**src/chgsm_map.vh**
```
`ifndef CHGSM_MAP_VH
`define CHGSM_MAP_VH
// Bus address, 8-bit form with direction bit clear
`define CHGSM_SLAVE_ADDR 8'h12
// Command codes
`define CHGSM_CMD_SPEC 8'h11
`define CHGSM_CMD_MODE 8'h12
`define CHGSM_CMD_STATUS 8'h13
// Mode word bit positions
`define CHGSM_MODE_HALT 0
`define CHGSM_MODE_POR 2
`define CHGSM_MODE_IRQ_MASK 4
`define CHGSM_MODE_OT_HALT 5
// Status word bit positions
`define CHGSM_ST_HALT 0
`define CHGSM_ST_OT_HALT 1
`define CHGSM_ST_ALARM 10
`define CHGSM_ST_THERM_HIGH 11
`define CHGSM_ST_PFAIL 13
`define CHGSM_ST_CELL_VOLTAGE_PIN 14
`define CHGSM_ST_LINE 15
// Setpoint values
`define CHGSM_VSET_RESET 16'h0000
`define CHGSM_ISET_RESET 16'h0000
`define CHGSM_VSET_POR 16'hffff
`define CHGSM_ISET_POR 16'h00c0
`define CHGSM_VSET_MIN 16'h0400
`define CHGSM_ISET_MIN 16'h0080
// Comparator input bit positions
`define CHGSM_CMP_LINE 0
`define CHGSM_CMP_PFAIL 1
`define CHGSM_CMP_CELL_VOLTAGE_PIN 2
`define CHGSM_CMP_UV_LO 3
`define CHGSM_CMP_UV_HI 4
`define CHGSM_CMP_VDD_UV 5
`define CHGSM_CMP_THERM 6
`define CHGSM_CMP_ALARM 7
`define CHGSM_CMP_W 8
`endif

```
**src/chgsm_top.v**
```verilog
`include "chgsm_map.vh"

// Notes on behaviour
// - Main input above 7.5V: line power present, charging allowed, bit 15.
// - Main below cell plus 0.3V: power fail, source switch off, bit 13.
// - Thermistor below 91% of supply: battery present, bit 14, may charge.
// - Without a battery every command register stays at its reset value.
// - Without a battery command float charge, 18.32V at 128mA compliance.
// - Cell below 2.5V caps current at 128mA; released above 2.7V.
// - Voltage setpoint kept in undervoltage; accepted down to 1.024V.
// - Logic supply below 2.5V: ignore bus commands and do not charge.
// - Leaving logic undervoltage starts from power-on reset defaults.
// - Slave only; never starts transfers, just takes commands and answers.
// - All exchanges use read-word and write-word formats.
// - Respond only to address 0x12 and decode supported commands.
// - Read-word of 0x11 returns fixed specification version word.
// - Write-word of 0x12 loads mode word, D0 to mode bit 0.
// - Word bit 0 is LSB of the low byte, which is sent first.
// - Overtemperature halt bit powers up as 1, returns to 1 on removal.
// - Mode bit 0 sets or clears halt latch; otherwise only reset or removal clears it.
// - Mode bit 2 loads setpoints 0xFFFF and 0x00C0, clears thermal, alarm.
// - Mode bit 4 low: interrupt on either edge of line power flag.
module chgsm_top #(
  parameter [15:0] SPEC_WORD = 16'h0005 // Arbitrary value
) (
  input wire clk,
  input wire resetn,
  input wire scl_in,
  input wire sda_in,
  output reg sda_out_r,
  output reg sda_oe_r,
  output reg int_out_r,
  output reg int_oe_r,
  input wire [`CHGSM_CMP_W-1:0] cmp_in,
  output reg source_switch_drive_r,
  output reg charge_on_r,
  output reg float_charge_r,
  output reg cur_cap_r,
  output reg [15:0] voltage_setpoint_r,
  output reg [15:0] current_setpoint_r
);
  localparam S_IDLE = 3'd0;
  localparam S_RX = 3'd1;
  localparam S_ACK = 3'd2;
  localparam S_TX = 3'd3;
  localparam S_MACK = 3'd4;

  reg [`CHGSM_CMP_W-1:0] cmp_m_r, cmp_s_r;
  reg scl_m_r, scl_s_r, scl_d_r;
  reg sda_m_r, sda_s_r, sda_d_r;
  reg [2:0] st_r;
  reg [3:0] bit_r;
  reg [7:0] sh_r;
  reg [1:0] phase_r;
  reg [7:0] cmd_r;
  reg [7:0] dlo_r;
  reg rd_r;
  reg txhi_r;
  reg [15:0] tx_r;
  reg halt_latch_r;
  reg overtemp_halt_r;
  reg line_change_irq_mask_r;
  reg thermal_high_latch_r;
  reg alarm_latch_r;
  reg line_d_r;

  // Synchronised comparator and bus levels
  wire line_power_ok = cmp_s_r[`CHGSM_CMP_LINE];
  wire power_fail = cmp_s_r[`CHGSM_CMP_PFAIL];
  wire cell_voltage_pin_present = cmp_s_r[`CHGSM_CMP_CELL_VOLTAGE_PIN];
  wire cell_below_lo = cmp_s_r[`CHGSM_CMP_UV_LO];
  wire cell_above_hi = cmp_s_r[`CHGSM_CMP_UV_HI];
  wire vdd_uv = cmp_s_r[`CHGSM_CMP_VDD_UV];
  wire therm_hot = cmp_s_r[`CHGSM_CMP_THERM];
  wire alarm_evt = cmp_s_r[`CHGSM_CMP_ALARM];

  wire scl_rise = scl_s_r & ~scl_d_r;
  wire scl_fall = ~scl_s_r & scl_d_r;
  wire start_det = scl_s_r & scl_d_r & ~sda_s_r & sda_d_r;
  wire stop_det = scl_s_r & scl_d_r & sda_s_r & ~sda_d_r;
  // Logic undervoltage behaves as a held reset
  wire clr = ~resetn | vdd_uv;

  wire [15:0] status_word = {line_power_ok, cell_voltage_pin_present, power_fail, 1'b0,
    thermal_high_latch_r, alarm_latch_r, 8'h00,
    overtemp_halt_r, halt_latch_r};
  wire cmd_readable = (cmd_r == `CHGSM_CMD_SPEC) ||
    (cmd_r == `CHGSM_CMD_STATUS);
  wire [7:0] tx_byte = txhi_r ? tx_r[15:8] : tx_r[7:0];
  wire [15:0] mode_word = {sh_r, dlo_r};
  wire mode_wr = scl_fall && (st_r == S_RX) && (bit_r == 4'd8) &&
    (phase_r == 2'd3) && !rd_r && (cmd_r == `CHGSM_CMD_MODE);
  wire por_wr = mode_wr && mode_word[`CHGSM_MODE_POR];
  wire status_rd = scl_fall && (st_r == S_ACK) && rd_r &&
    (cmd_r == `CHGSM_CMD_STATUS);

  // Two stages on every asynchronous level
  always @(posedge clk) begin
    // Open drain: the data pin is only ever pulled low
    sda_out_r <= 1'b0;
    if (!resetn) begin
      cmp_m_r <= {`CHGSM_CMP_W{1'b0}};
      cmp_s_r <= {`CHGSM_CMP_W{1'b0}};
      scl_m_r <= 1'b1;
      scl_s_r <= 1'b1;
      scl_d_r <= 1'b1;
      sda_m_r <= 1'b1;
      sda_s_r <= 1'b1;
      sda_d_r <= 1'b1;
    end else begin
      cmp_m_r <= cmp_in;
      cmp_s_r <= cmp_m_r;
      scl_m_r <= scl_in;
      scl_s_r <= scl_m_r;
      scl_d_r <= scl_s_r;
      sda_m_r <= sda_in;
      sda_s_r <= sda_m_r;
      sda_d_r <= sda_s_r;
    end
  end

  // Slave engine; SDA only ever pulled low, never a START of its own
  always @(posedge clk) begin
    if (clr) begin
      st_r <= S_IDLE;
      bit_r <= 4'd0;
      sh_r <= 8'h00;
      phase_r <= 2'd0;
      cmd_r <= 8'h00;
      dlo_r <= 8'h00;
      rd_r <= 1'b0;
      txhi_r <= 1'b0;
      tx_r <= 16'h0000;
      sda_oe_r <= 1'b0;
    end else if (start_det) begin
      st_r <= S_RX;
      bit_r <= 4'd0;
      phase_r <= 2'd0;
      rd_r <= 1'b0;
      sda_oe_r <= 1'b0;
    end else if (stop_det) begin
      st_r <= S_IDLE;
      sda_oe_r <= 1'b0;
    end else begin
      case (st_r)
        S_IDLE: begin
          sda_oe_r <= 1'b0;
        end
        S_RX: begin
          if (scl_rise && bit_r != 4'd8) begin
            sh_r <= {sh_r[6:0], sda_s_r};
            bit_r <= bit_r + 4'd1;
          end else if (scl_fall && bit_r == 4'd8) begin
            bit_r <= 4'd0;
            st_r <= S_ACK;
            case (phase_r)
              2'd0: begin
                if ({sh_r[7:1], 1'b0} == `CHGSM_SLAVE_ADDR) begin
                  rd_r <= sh_r[0];
                  // Read only after a readable command was latched
                  sda_oe_r <= ~sh_r[0] | cmd_readable;
                  if (sh_r[0] && !cmd_readable)
                    st_r <= S_IDLE;
                  if (sh_r[0] && cmd_r == `CHGSM_CMD_SPEC)
                    tx_r <= SPEC_WORD;
                  else
                    tx_r <= status_word;
                  txhi_r <= 1'b0;
                end else begin
                  st_r <= S_IDLE;
                end
              end
              2'd1: begin
                cmd_r <= sh_r;
                if (sh_r == `CHGSM_CMD_SPEC || sh_r == `CHGSM_CMD_MODE ||
                    sh_r == `CHGSM_CMD_STATUS) begin
                  sda_oe_r <= 1'b1;
                end else begin
                  sda_oe_r <= 1'b0;
                  st_r <= S_IDLE;
                end
              end
              default: begin
                dlo_r <= sh_r;
                // Data bytes only for the writable command
                if (cmd_r == `CHGSM_CMD_MODE) begin
                  sda_oe_r <= 1'b1;
                end else begin
                  sda_oe_r <= 1'b0;
                  st_r <= S_IDLE;
                end
              end
            endcase
            phase_r <= (phase_r == 2'd3) ? 2'd3 : phase_r + 2'd1;
          end
        end
        S_ACK: begin
          if (scl_fall) begin
            if (rd_r) begin
              sda_oe_r <= ~tx_byte[7];
              bit_r <= 4'd1;
              st_r <= S_TX;
            end else begin
              sda_oe_r <= 1'b0;
              st_r <= S_RX;
            end
          end
        end
        S_TX: begin
          if (scl_fall) begin
            if (bit_r == 4'd8) begin
              sda_oe_r <= 1'b0;
              bit_r <= 4'd0;
              st_r <= S_MACK;
            end else begin
              sda_oe_r <= ~tx_byte[3'd7 - bit_r[2:0]];
              bit_r <= bit_r + 4'd1;
            end
          end
        end
        S_MACK: begin
          if (scl_rise) begin
            // Master NACK or second byte done ends the word
            if (sda_s_r || txhi_r)
              st_r <= S_IDLE;
            else
              txhi_r <= 1'b1;
          end else if (scl_fall && txhi_r) begin
            sda_oe_r <= ~tx_r[15];
            bit_r <= 4'd1;
            st_r <= S_TX;
          end
        end
        default: begin
          st_r <= S_IDLE;
        end
      endcase
    end
  end

  // Command registers and latches
  always @(posedge clk) begin
    if (clr || !cell_voltage_pin_present) begin
      halt_latch_r <= 1'b0;
      overtemp_halt_r <= 1'b1;
      line_change_irq_mask_r <= 1'b0;
      thermal_high_latch_r <= 1'b0;
      alarm_latch_r <= 1'b0;
      voltage_setpoint_r <= `CHGSM_VSET_RESET;
      current_setpoint_r <= `CHGSM_ISET_RESET;
    end else begin
      if (mode_wr) begin
        halt_latch_r <= mode_word[`CHGSM_MODE_HALT];
        line_change_irq_mask_r <= mode_word[`CHGSM_MODE_IRQ_MASK];
        overtemp_halt_r <= mode_word[`CHGSM_MODE_OT_HALT];
      end
      if (por_wr) begin
        voltage_setpoint_r <= `CHGSM_VSET_POR;
        current_setpoint_r <= `CHGSM_ISET_POR;
      end
      // An event in the clearing cycle still lands
      thermal_high_latch_r <= therm_hot | (thermal_high_latch_r & ~por_wr);
      alarm_latch_r <= alarm_evt | (alarm_latch_r & ~por_wr);
    end
  end

  // Power path and interrupt
  always @(posedge clk) begin
    if (clr) begin
      source_switch_drive_r <= 1'b0;
      charge_on_r <= 1'b0;
      float_charge_r <= 1'b0;
      cur_cap_r <= 1'b1;
      line_d_r <= 1'b0;
      int_oe_r <= 1'b0;
      int_out_r <= 1'b0;
    end else begin
      source_switch_drive_r <= line_power_ok & ~power_fail;
      float_charge_r <= ~cell_voltage_pin_present;
      // With a battery, setpoints below the minimum stop charging
      charge_on_r <= line_power_ok & ~power_fail & ~halt_latch_r &
        ~(overtemp_halt_r & thermal_high_latch_r) &
        (~cell_voltage_pin_present |
        ((voltage_setpoint_r >= `CHGSM_VSET_MIN) &
        (current_setpoint_r >= `CHGSM_ISET_MIN)));
      // Hysteresis band keeps the cap from chattering
      if (!cell_voltage_pin_present || cell_below_lo)
        cur_cap_r <= 1'b1;
      else if (cell_above_hi)
        cur_cap_r <= 1'b0;
      line_d_r <= line_power_ok;
      // Pending until a status read or mask bit set; an unmasked edge wins over the read clear
      if ((line_power_ok ^ line_d_r) && !line_change_irq_mask_r)
        int_oe_r <= 1'b1;
      else if (status_rd || line_change_irq_mask_r)
        int_oe_r <= 1'b0;
    end
  end

endmodule // chgsm_top

```
**config.mk**
```make
export PLATFORM = sky130hd
export DESIGN_NAME = chgsm_top
export DESIGN_NICKNAME = d
export VERILOG_FILES = /design/src/chgsm_top.v
export VERILOG_INCLUDE_DIRS = /design/src
export SDC_FILE = /design/constraint.sdc
export NUM_CORES = 1
export LEC_CHECK = 0
export BUFFER_PORTS_ARGS = -buffer_cell sky130_fd_sc_hd__buf_2
export CAP_MARGIN = 0
export CORE_ASPECT_RATIO = 0.7
export CORE_MARGIN = 1
export CORE_UTILIZATION = 45
export CTS_CLUSTER_DIAMETER = 60
export DETAILED_ROUTE_END_ITERATION = 12
export PLACE_DENSITY = 0.72
export SYNTH_ARGS = -nofsm -noshare
export SYNTH_HDL_FRONTEND = slang
export SYNTH_SLANG_ARGS = --single-unit
```
**constraint.sdc**
```tcl
create_clock -name clk -period 4.33 [get_ports clk]
set_clock_uncertainty 0.1 [all_clocks]
set_input_delay 0.433 -clock clk [delete_from_list [all_inputs] [get_ports clk]]
set_output_delay 0.433 -clock clk [all_outputs]
set_load 0.02 [all_outputs]
```
==> results.md, run 1 <==
* Run status: finished clean
* Vias in the first global route at 2401
* CORE AREA at 7352 µm²
* Cell area after layout at 3701 µm²
* IO Count at 52
* First-pass GRT wire length at 11900 µm
* Maximum vdd drop at 0.0002409 V
* Grt met1 use at between 20 and 30%
* Die W at around 110 µm
* Antenna Diode Count at 0
* Congestion Overflow GR at 0
* Setup TNS at 0 ps
* Crit Path Category: reg -> reg
* Layout cells sized above 1 at 15.23%
* Avg Cell Area, Syn at 8.762 µm²
* Final Util at roughly 50%
* Total CTS buffers at 9
* Mapped Cells at 393
* Initial DRC count at between 150 and 200
* Vias per inst at 5.382
* Flops & latches, synth at 74
* Fmax at around 350 MHz
* Count leader, synth: dfxtp_1
* FFs w/ async S/R, synth at 0%
* Max FO, Critical Path at 21
* Setup crit start: st_r[0]$_SDFFE_PP0P_
* First drt pass iteration count at 5
* Worst setup SP type: flop
* Least-Margin Pin Slew at 643.9 ps
* Commonest cells post-synth: 74 x dfxtp_1, 37 x nor2_1, 34 x buf_4
* Number of flops mapped to enable cells by yosys at 0
* Final min period at around 2800 ps
* Latest clock arrival within the worst-skew pair at roughly 360 ps
* Residual DRC at 0
* Vias at 2718
* Worst flop-to-flop path startpoint: st_r[0]$_SDFFE_PP0P_
* Worst Path Arrival at 2940 ps
* Post-CTS Setup Bufs at 0
* Synth Flop Type: dfxtp_1
* Synth-to-Final Area Change at 7.485%
* Maxcap violations at 0
* Busiest grt layer: met2
* Worst slew margin at approximately 56%
* NumNets Final at 416
* Placed cell areas at around 3500 µm²
* Crit path capture: overtemp_halt_r$_SDFFE_PP1N_
* Pin count of the biggest net entering global routing at 34
* Reg2reg setup slack at between 1500 and 2000 ps
* CTS H-tree depth at 3
* Post-CTS Resized at 0
* Worst-path clk slew at 80 ps
* Cts hold-fix bufs at 0
* Fin. Hold Viols at 0
* R2R Path End: overtemp_halt_r$_SDFFE_PP1N_
* Placer Congestion at slightly below 0.9
* Leakage at between 1 and 1.5 nW
* Antenna violations before repair at 0
* Post-Layout Cell Count at just over 500
* Die H at roughly 75 µm
* Path depth of the worst reg2reg path at 5
* Die area at 8011 µm²
* Root Buffer: clkbuf_8
* Netlist cell types at 58
* GRT Overall Usage at between 10% and 20%
* # rows at 26
* Post-DP HPWL at 5258 µm
* Critical Path Sink Type: flop
* Yosys top cell area share at 43.02%
* CTS max path bufs at 2
* CTS sink cnt at 74
* Register area share after synthesis at a little over two fifths
* Initial Utilization at a little under half
* HP Class: in -> reg
* Placed cell count at between 400 and 500
* Synth top area cells: dfxtp_1 43%, buf_4 7.4%, a21oi_1 4.4%
* Antenna viol nets, final at 0
* CP Data Required Time at 4450 ps
* Routed len/inst at 14.25 µm
* Post-synth top area cell: dfxtp_1
* Post-Syn Area at 3443 µm²
* Max-slew violations at 0
* Yosys warnings at 0
* Met2 Track Usage GR at 28.21%
* Final WL at ~7200 µm
* RSZ-0062 raised after global routing: false
* CTS tree: done
* Final worst path period share at 65.10%
* GRT met3 Usage at about 6.5%
* Fillers at 727
* Endpoints failing setup at 0
* Power Density at 368.5 nW/µm²
* Port buffer count at 35
flip-flops by register name, summed over array words and instances (netlist names), 2 cells and up:
name	flops
cmp_s_r	8
phase_r	2
cmd_r	8
bit_r	4
tx_r	8
st_r	3
dlo_r	4
cmp_m_r	8
sh_r	8
cell type report:
| type | instances | area (µm²) | area share [%] |
|---|---|---|---|
| Clock buffer | 10 | 137.6 | 3.719 |
| Clock inverter | 6 | 90.09 | 2.434 |
| Inverter | 10 | 37.54 | 1.014 |
| Multi-Input combinational cell | 271 | 1649 | 44.56 |
| Sequential cell | 74 | 1481 | 40.03 |
| Tap cell | 98 | 122.6 | 3.313 |
| Timing Repair Buffer | 36 | 182.7 | 4.936 |
routing by layer:
layer,vias to the layer above,routed length (µm)
met5,-,0
met2,89,3030
met1,1259,3610
met3,10,470
met4,0,83
li1,1360,-
kinds of logic after synthesis:
group | after synthesis | share of synthesized area, %
simple gates | 147 | 23.76
compound gates | 91 | 17.41
flops | 74 | 43.02
buf+inv | 63 | 10.72
mux | 12 | 3.489
xor+xnor | 3 | 0.7632
fa+ha+maj | 2 | 0.7266
other cells | 1 | 0.1089
worst min-delay path by stage:
stage,slack [ps],start,cells after the start,to
finish,150,sda_in,2,sda_m_r$_SDFF_PN1_
global route,140,sda_in,2,sda_m_r$_SDFF_PN1_
CTS,140,sda_in,2,sda_m_r$_SDFF_PN1_
detailed placement,300,scl_m_r$_SDFF_PN1_,1,scl_s_r$_SDFF_PN1_
global placement,290,scl_m_r$_SDFF_PN1_,1,scl_s_r$_SDFF_PN1_
floorplan,290,scl_m_r$_SDFF_PN1_,1,scl_s_r$_SDFF_PN1_
critical path, stage by stage (launching register included):
cell and delay [ps]:
dfxtp_1 710, nor3b_1 440, nand4_1 410, or4_1 700
mux2i_1 230, nand3_1 90
where the power goes:
| part | leakage, nW | total (mW) | internal, mW | switching (mW) |
|---|---|---|---|---|
| registers | 0.602 | 0.702 | 0.693 | 0.00987 |
| clock network | 0.112 | 0.594 | 0.341 | 0.254 |
| logic | 0.779 | 0.0672 | 0.0215 | 0.0458 |
stage by stage:
stage / hold WS (ps) / worst slack [ps] / power, mW
after floorplan: 286.3 / 2334 / 0.7782
after global placement: 294.6 / 1766 / 0.7838
after detailed placement: 297.2 / 1590 / 0.7852
after CTS: 139.0 / 1551 / 1.376
after global routing: 144.7 / 1246 / 1.416
final: 150.8 / 1511 / 1.364
cell usage in the layout, fill, tap and decap left out, drive strengths merged, types with 12 or more instances in the layout:
cell type / synthesis / final
o21ai: 16 / 16
conb: 1 / 16
mux2i: 12 / 12
nand2b: 14 / 14
nor2: 37 / 37
dfxtp: 74 / 74
nand2: 23 / 23
a21oi: 30 / 30
buf: 38 / 36
and2: 18 / 18
Power figures use the tool's default switching activity.
==> run 2, diff against run 1 <==
--- a/config.mk
+++ b/config.mk
@@ -6,6 +6,7 @@
 export SDC_FILE = /design/constraint.sdc
 export NUM_CORES = 1
 export LEC_CHECK = 0
+export ABC_AREA = 1
 export BUFFER_PORTS_ARGS = -buffer_cell sky130_fd_sc_hd__buf_2
 export CAP_MARGIN = 0
 export CORE_ASPECT_RATIO = 0.7
==> constraint.sdc (replaced) <==
create_clock -name clk -period 2.8 [get_ports clk]
set_clock_uncertainty 0.1 [all_clocks]
set_input_delay 0.28 -clock clk [delete_from_list [all_inputs] [get_ports clk]]
set_output_delay 0.28 -clock clk [all_outputs]
set_load 0.02 [all_outputs]
==> run 2 against run 1 <==
Net effect: count of clock-buffer cells in the layout decreased by 1; fmax up 28%; critical endpoint is now bit_r[1]$_SDFFE_PP0P_; largest power group unchanged; highest routed layer unchanged; via count grew 8.1%.
==> results.md, run 2 <==
* Run status: finished clean
* Multi-input logic area at about 1500 µm²
* Max-slew violations at 0
* Routed len/inst at 12.27 µm
* First-pass GRT wire length at 12560 µm
* Crit Path Category: reg -> reg
* Die area at 8208 µm²
* Avg Cell Area, Syn at 7.446 µm²
* Vias in the first global route at 2689
* Leakage at ~1.8 nW
* Residual DRC at 0
* Setup TNS at 0 ps
* Register area share after synthesis at 41.97%
* Final WL at 7472 µm
* CORE AREA at 7450 µm²
* Post-CTS Setup Bufs at 0
* Endpoints failing setup at 0
* Fin. Hold Viols at 0
* Die W at between 100 and 150 µm
* Synth Area in Compound Gates at 14.04%
* Hold path depth at 2
* Adder-cell share of the synthesized area at 0.7090%
* Path depth of the worst reg2reg path at 10
* Fillers at 706
* Maximum vdd drop at between 0.0003 and 0.0004 V
* Worst Path Arrival at 2360 ps
* Worst setup SP type: flop
* Netlist cell types at 37
* Synth Area in XOR/XNOR at 0.7444%
* Total CTS buffers at 9
* Pin count of the biggest net entering global routing at 20
* Synth Flop Type: dfxtp_1
* CTS sink cnt at 74
* CTS max path bufs at 2
* Mapped Cells at 474
* Number of flops mapped to enable cells by yosys at 0
* CP Data Required Time at 2960 ps
* Final worst path period share at 78.74%
* Yosys warnings at 0
* Antenna violations before repair at 0
* Largest family of logic cells by synthesized area: simple AND/OR/NAND/NOR gates
* CTS tree: done
* Yosys top cell area share at 41.97%
* # rows at 26
* Most frequent cells in the layout: 90 x nand2_1, 74 x dfxtp_1, 60 x inv_1
* Maxcap violations at 0
* CTS H-tree depth at 3
* Initial DRC count at 208
* Latest clock arrival within the worst-skew pair at 360 ps
* First drt pass iteration count at 5
* Synth top area cells: dfxtp_1 42%, nand2_1 9.6%, buf_4 7.2%
* Max FO, Critical Path at 12
* Commonest non-fill, non-tap cell in the layout: nand2_1
* Power Density at about 610 nW/µm²
* Post-DP HPWL at 5498 µm
* Root Buffer: clkbuf_8
* NumNets Final at 520
* FFs w/ async S/R, synth at 0%
* GRT Overall Usage at between 10% and 20%
* HP Class: in -> reg
* Congestion Overflow GR at 0
* Post-Syn Area at 3530 µm²
* Antenna viol nets, final at 0
* Die H at 76.10 µm
* Initial Utilization at 47.38%
* Layout cells sized above 1 at 21.33%
* FF+latch area at 1481 µm²
* Count leader, synth: nand2_1
* Antenna Diode Count at 0
* Mux cell area share after synthesis at 0%
* Commonest cells post-synth: 90 x nand2_1, 74 x dfxtp_1, 60 x inv_1
* Post-synth top area cell: dfxtp_1
* Vias per inst at 4.826
* Worst-path clk slew at 80 ps
* Synth-to-Final Area Change at 10.49%
* Placer Congestion at 0.9177
* IO Count at 52
* Flops & latches, synth at 74
* Port buffer count at 35
* Tot Pwr at 2.363 mW
* RSZ-0062 raised after global routing: false
* Critical Path Sink Type: flop
* Final min period at 2205 ps
* Vias at 2939
* Post-Synth Simple-Gate Area at 26.41%
* Fmax at 453.6 MHz
[run 2: cell types whose count changed after synthesis, sizes merged, moves of 12 or more]
cell,delta
nand2,+80
inv,+63
nor2,+20
and2,-18
nand3,+15
o21ai,+15
nand2b,-14
clkbuf,-13
mux2i,-12
[run 2: layout make-up]
| class | count | area share [%] |
|---|---|---|
| clock buffer | 9 | 3.176 |
| clock inverter | 7 | 1.957 |
| inverter | 73 | 7.218 |
| multi-input combinational | 303 | 39.46 |
| sequential | 74 | 37.99 |
| tap | 98 | 3.144 |
| timing repair buffer | 45 | 7.058 |
[run 2: logic make-up after synthesis]
group,count (synthesis)
fa+ha+maj,2
buf+inv,112
compound gates,80
simple gates,202
other cells,1
xor+xnor,3
flops,74
[run 2: layer usage]
metal	vias up	share of wire (%)	routed length [µm]	track usage [%]
met5	-	0	0	0
met3	8	9.6	714	8.896
met2	104	41	3071	27.69
met1	1314	48	3620	27.87
li1	1513	-	-	-
met4	0	0.87	65	4.247
[run 2: metrics by stage]
step / setup slack [ps] / std cells / hold WS [ps] / utilization (%) / instance area (µm²)
floorplan: 1114 / 489 / 277.6 / - / 3586
detailed placement: 640.8 / 583 / 298.0 / 48.32 / 3600
finish: 595.3 / 609 / 160.9 / 52.35 / 3900
CTS: 603.8 / 609 / 141.1 / 52.35 / 3900
global route: 378.9 / 609 / 161.4 / 52.35 / 3900
global placement: 723.1 / 583 / 296.7 / 48.32 / 3600
[run 2: power by group]
part | internal [mW] | leakage (nW) | total [mW] | switching, mW
Clock | 0.417 | 0.0962 | 0.838 | 0.421
Combinational | 0.133 | 1.15 | 0.409 | 0.277
Sequential | 1.09 | 0.602 | 1.12 | 0.0291
Total | 1.64 | 1.85 | 2.36 | 0.727
[run 2: what timing repair did]
action / in CTS / in global routing
endpoints found under the hold margin: 10 / 0
gates resized for setup: 0 / 0
hold buffers: 10 / 0
[run 2: worst max-delay path, cell delays in order (launching register included)]
cell     delay (ps)
dfxtp_1         470
inv_1           150
ha_1            230
nand3_2         140
nand2_2         100
nor2_2          330
inv_2           130
o21ai_2          80
nand2_2         120
o21ai_0         190
nor2_1           60
[run 2: path summary, 6_finish.rpt]
kind              slack (ps)                   from               endpoint
setup reg to reg         600  bit_r[0]$_SDFFE_PP0P_  bit_r[1]$_SDFFE_PP0P_
hold / removal           160                 resetn     scl_d_r$_SDFF_PN1_
setup / recovery         600  bit_r[0]$_SDFFE_PP0P_  bit_r[1]$_SDFFE_PP0P_
hold reg to reg          320  cmp_m_r[0]$_SDFF_PN0_  cmp_s_r[0]$_SDFF_PN0_
==> run 3, diff against run 2 <==
--- a/config.mk
+++ b/config.mk
@@ -6,7 +6,7 @@
 export SDC_FILE = /design/constraint.sdc
 export NUM_CORES = 1
 export LEC_CHECK = 0
-export ABC_AREA = 1
+export ABC_AREA = 0
 export BUFFER_PORTS_ARGS = -buffer_cell sky130_fd_sc_hd__buf_2
 export CAP_MARGIN = 0
 export CORE_ASPECT_RATIO = 0.7
@@ -14,7 +14,7 @@
 export CORE_UTILIZATION = 45
 export CTS_CLUSTER_DIAMETER = 60
 export DETAILED_ROUTE_END_ITERATION = 12
-export PLACE_DENSITY = 0.72
+export PLACE_DENSITY = 0.75
 export SYNTH_ARGS = -nofsm -noshare
 export SYNTH_HDL_FRONTEND = slang
 export SYNTH_SLANG_ARGS = --single-unit
==> constraint.sdc (replaced) <==
create_clock -name clk -period 1.84 [get_ports clk]
set_clock_uncertainty 0.1 [all_clocks]
set_input_delay 0.184 -clock clk [delete_from_list [all_inputs] [get_ports clk]]
set_output_delay 0.184 -clock clk [all_outputs]
set_load 0.02 [all_outputs]
==> run 3 against run 2 <==
Net effect: the flow now finishes with violations (negative setup slack); non-clock buffer count is 57 higher; cell count is 6.2% lower; sequential share of layout area is 3.6 points lower; fmax is 13% higher; critical endpoint is now sda_oe_r$_SDFFE_PP0P_; largest cell class unchanged; largest power group unchanged.
==> results.md, run 3 (synthesis results as in run 1) <==
* Least-Margin Pin Slew at 489.8 ps
* Placer Congestion at 0.9957
* Fin. Hold Viols at 0
* Vias per inst at around 5.3
* Setup crit start: cmd_r[3]$_SDFFE_PP0P_
* HP Class: in -> reg
* Setup TNS at -433.8 ps
* Most frequent cells in the layout: 65 x dfxtp_1, 55 x buf_4, 35 x nor2_1, 35 x buf_2, 28 x a21oi_1
* Failing checks: negative setup slack
* First drt pass iteration count at 4
* Cell area after layout at between 4000 and 5000 µm²
* Maxcap violations at 0
* Antenna violations before repair at 0
* Post-DP HPWL at 6223 µm
* CP Data Required Time at 2030 ps
* Synth-to-Final Area Change at 26.64%
* Worst Path Arrival at 2130 ps
* Initial Utilization at 46.83%
* Die W at 106.6 µm
* Worst setup SP type: flop
* IO Count at 52
* Final WL at a little under 9000 µm
* Max FO, Critical Path at 3
* Vias at ~3000
* Port buffer count at 35
* Max-slew violations at 0
* Run status: finished, violations left
* Final min period at approximately 1900 ps
* CTS max path bufs at 2
* Die H at 75.19 µm
* Hold WS at 121.2 ps
* CORE AREA at 7352 µm²
* CTS tree: done
* Pin count of the biggest net entering global routing at 33
* Final worst path period share at 105.7%
* Antenna viol nets, final at 0
* Worst hold start: resetn
* Placed cell areas at 3872 µm²
* Endpoints failing setup at 9
* First-pass GRT wire length at 13340 µm
* Vias in the first global route at 2738
* PnR worst setup slack at -105.4 ps
* Layout cells sized above 1 at 32.14%
* Antenna Diode Count at 0
* Worst flop-to-flop path startpoint: cmd_r[3]$_SDFFE_PP0P_
* Congestion Overflow GR at 0
* Placed cell count at 541
* Total CTS buffers at 9
* # rows at 26
* Initial DRC count at 186
* Worst slew margin at 67.00%
* Tot Pwr at 3.209 mW
* Post-Layout Cell Count at 571
* Residual DRC at 0
* NumNets Final at 482
* RSZ-0062 raised after global routing: true
* Power Density at 735.8 nW/µm²
* Final Util at 59.31%
* CTS sink cnt at 74
* Worst-path clk slew at 90 ps
* Routed len/inst at ~15 µm
* Latest clock arrival within the worst-skew pair at 360 ps
* Commonest non-fill, non-tap cell in the layout: dfxtp_1
* GRT Overall Usage at 22.19%
* Maximum vdd drop at approximately 0.00066 V
* DP Worst Slack at -196.8 ps
* Fmax at roughly 510 MHz
* CTS H-tree depth at 3
* Leakage at 1.842 nW
* Root Buffer: clkbuf_8
* Critical Path Sink Type: flop
* Crit Path Category: reg -> reg
* Die area at 8011 µm²
run 3: path summary, 6_finish.rpt:
kind	to	slack [ps]	cells past startpoint
max reg2reg	sda_oe_r$_SDFFE_PP0P_	-110	5
max	sda_oe_r$_SDFFE_PP0P_	-110	5
min	sda_s_r$_SDFF_PN1_	120	3
min reg2reg	sda_s_r$_SDFF_PN1_	310	1
run 3: worst max-delay path, stage by stage, from the launching register on:
cell and delay (ps):
dfxtp_2 340, or4b_4 560, or4_4 500, o211ai_1 140
a221oi_2 110, o21ai_1 120
run 3: power breakdown:
group	switching, mW	total (mW)	internal [mW]
Sequential	0.0166	1.64	1.63
Combinational	0.132	0.228	0.0965
Clock	0.687	1.34	0.650
run 3: per-layer routing:
metal,vias to the layer above,part of all wire [%],GRT usage (%)
met3,10,7.6,6.494
met4,0,1.1,7.002
met2,106,44,34.85
li1,1484,-,-
met5,-,0,0
met1,1414,47,29.79
run 3: final cells by class:
class / count / area, µm²
inverter: 10 / 40.04
sequential: 74 / 1500
fill: 664 / 2992
clock buffer: 9 / 123.9
timing repair buffer: 102 / 710.7
multi-input combinational: 271 / 1779
tap: 98 / 122.6
clock inverter: 7 / 83.83
run 3: timing repair:
item                                   4_1_cts  5_1_grt
setup endpoints to repair                   28       34
gates resized for setup                     23       16
endpoints found under the hold margin       10        0
pin swaps                                   11        9
hold buffers                                10        0
setup buffers                                3        2
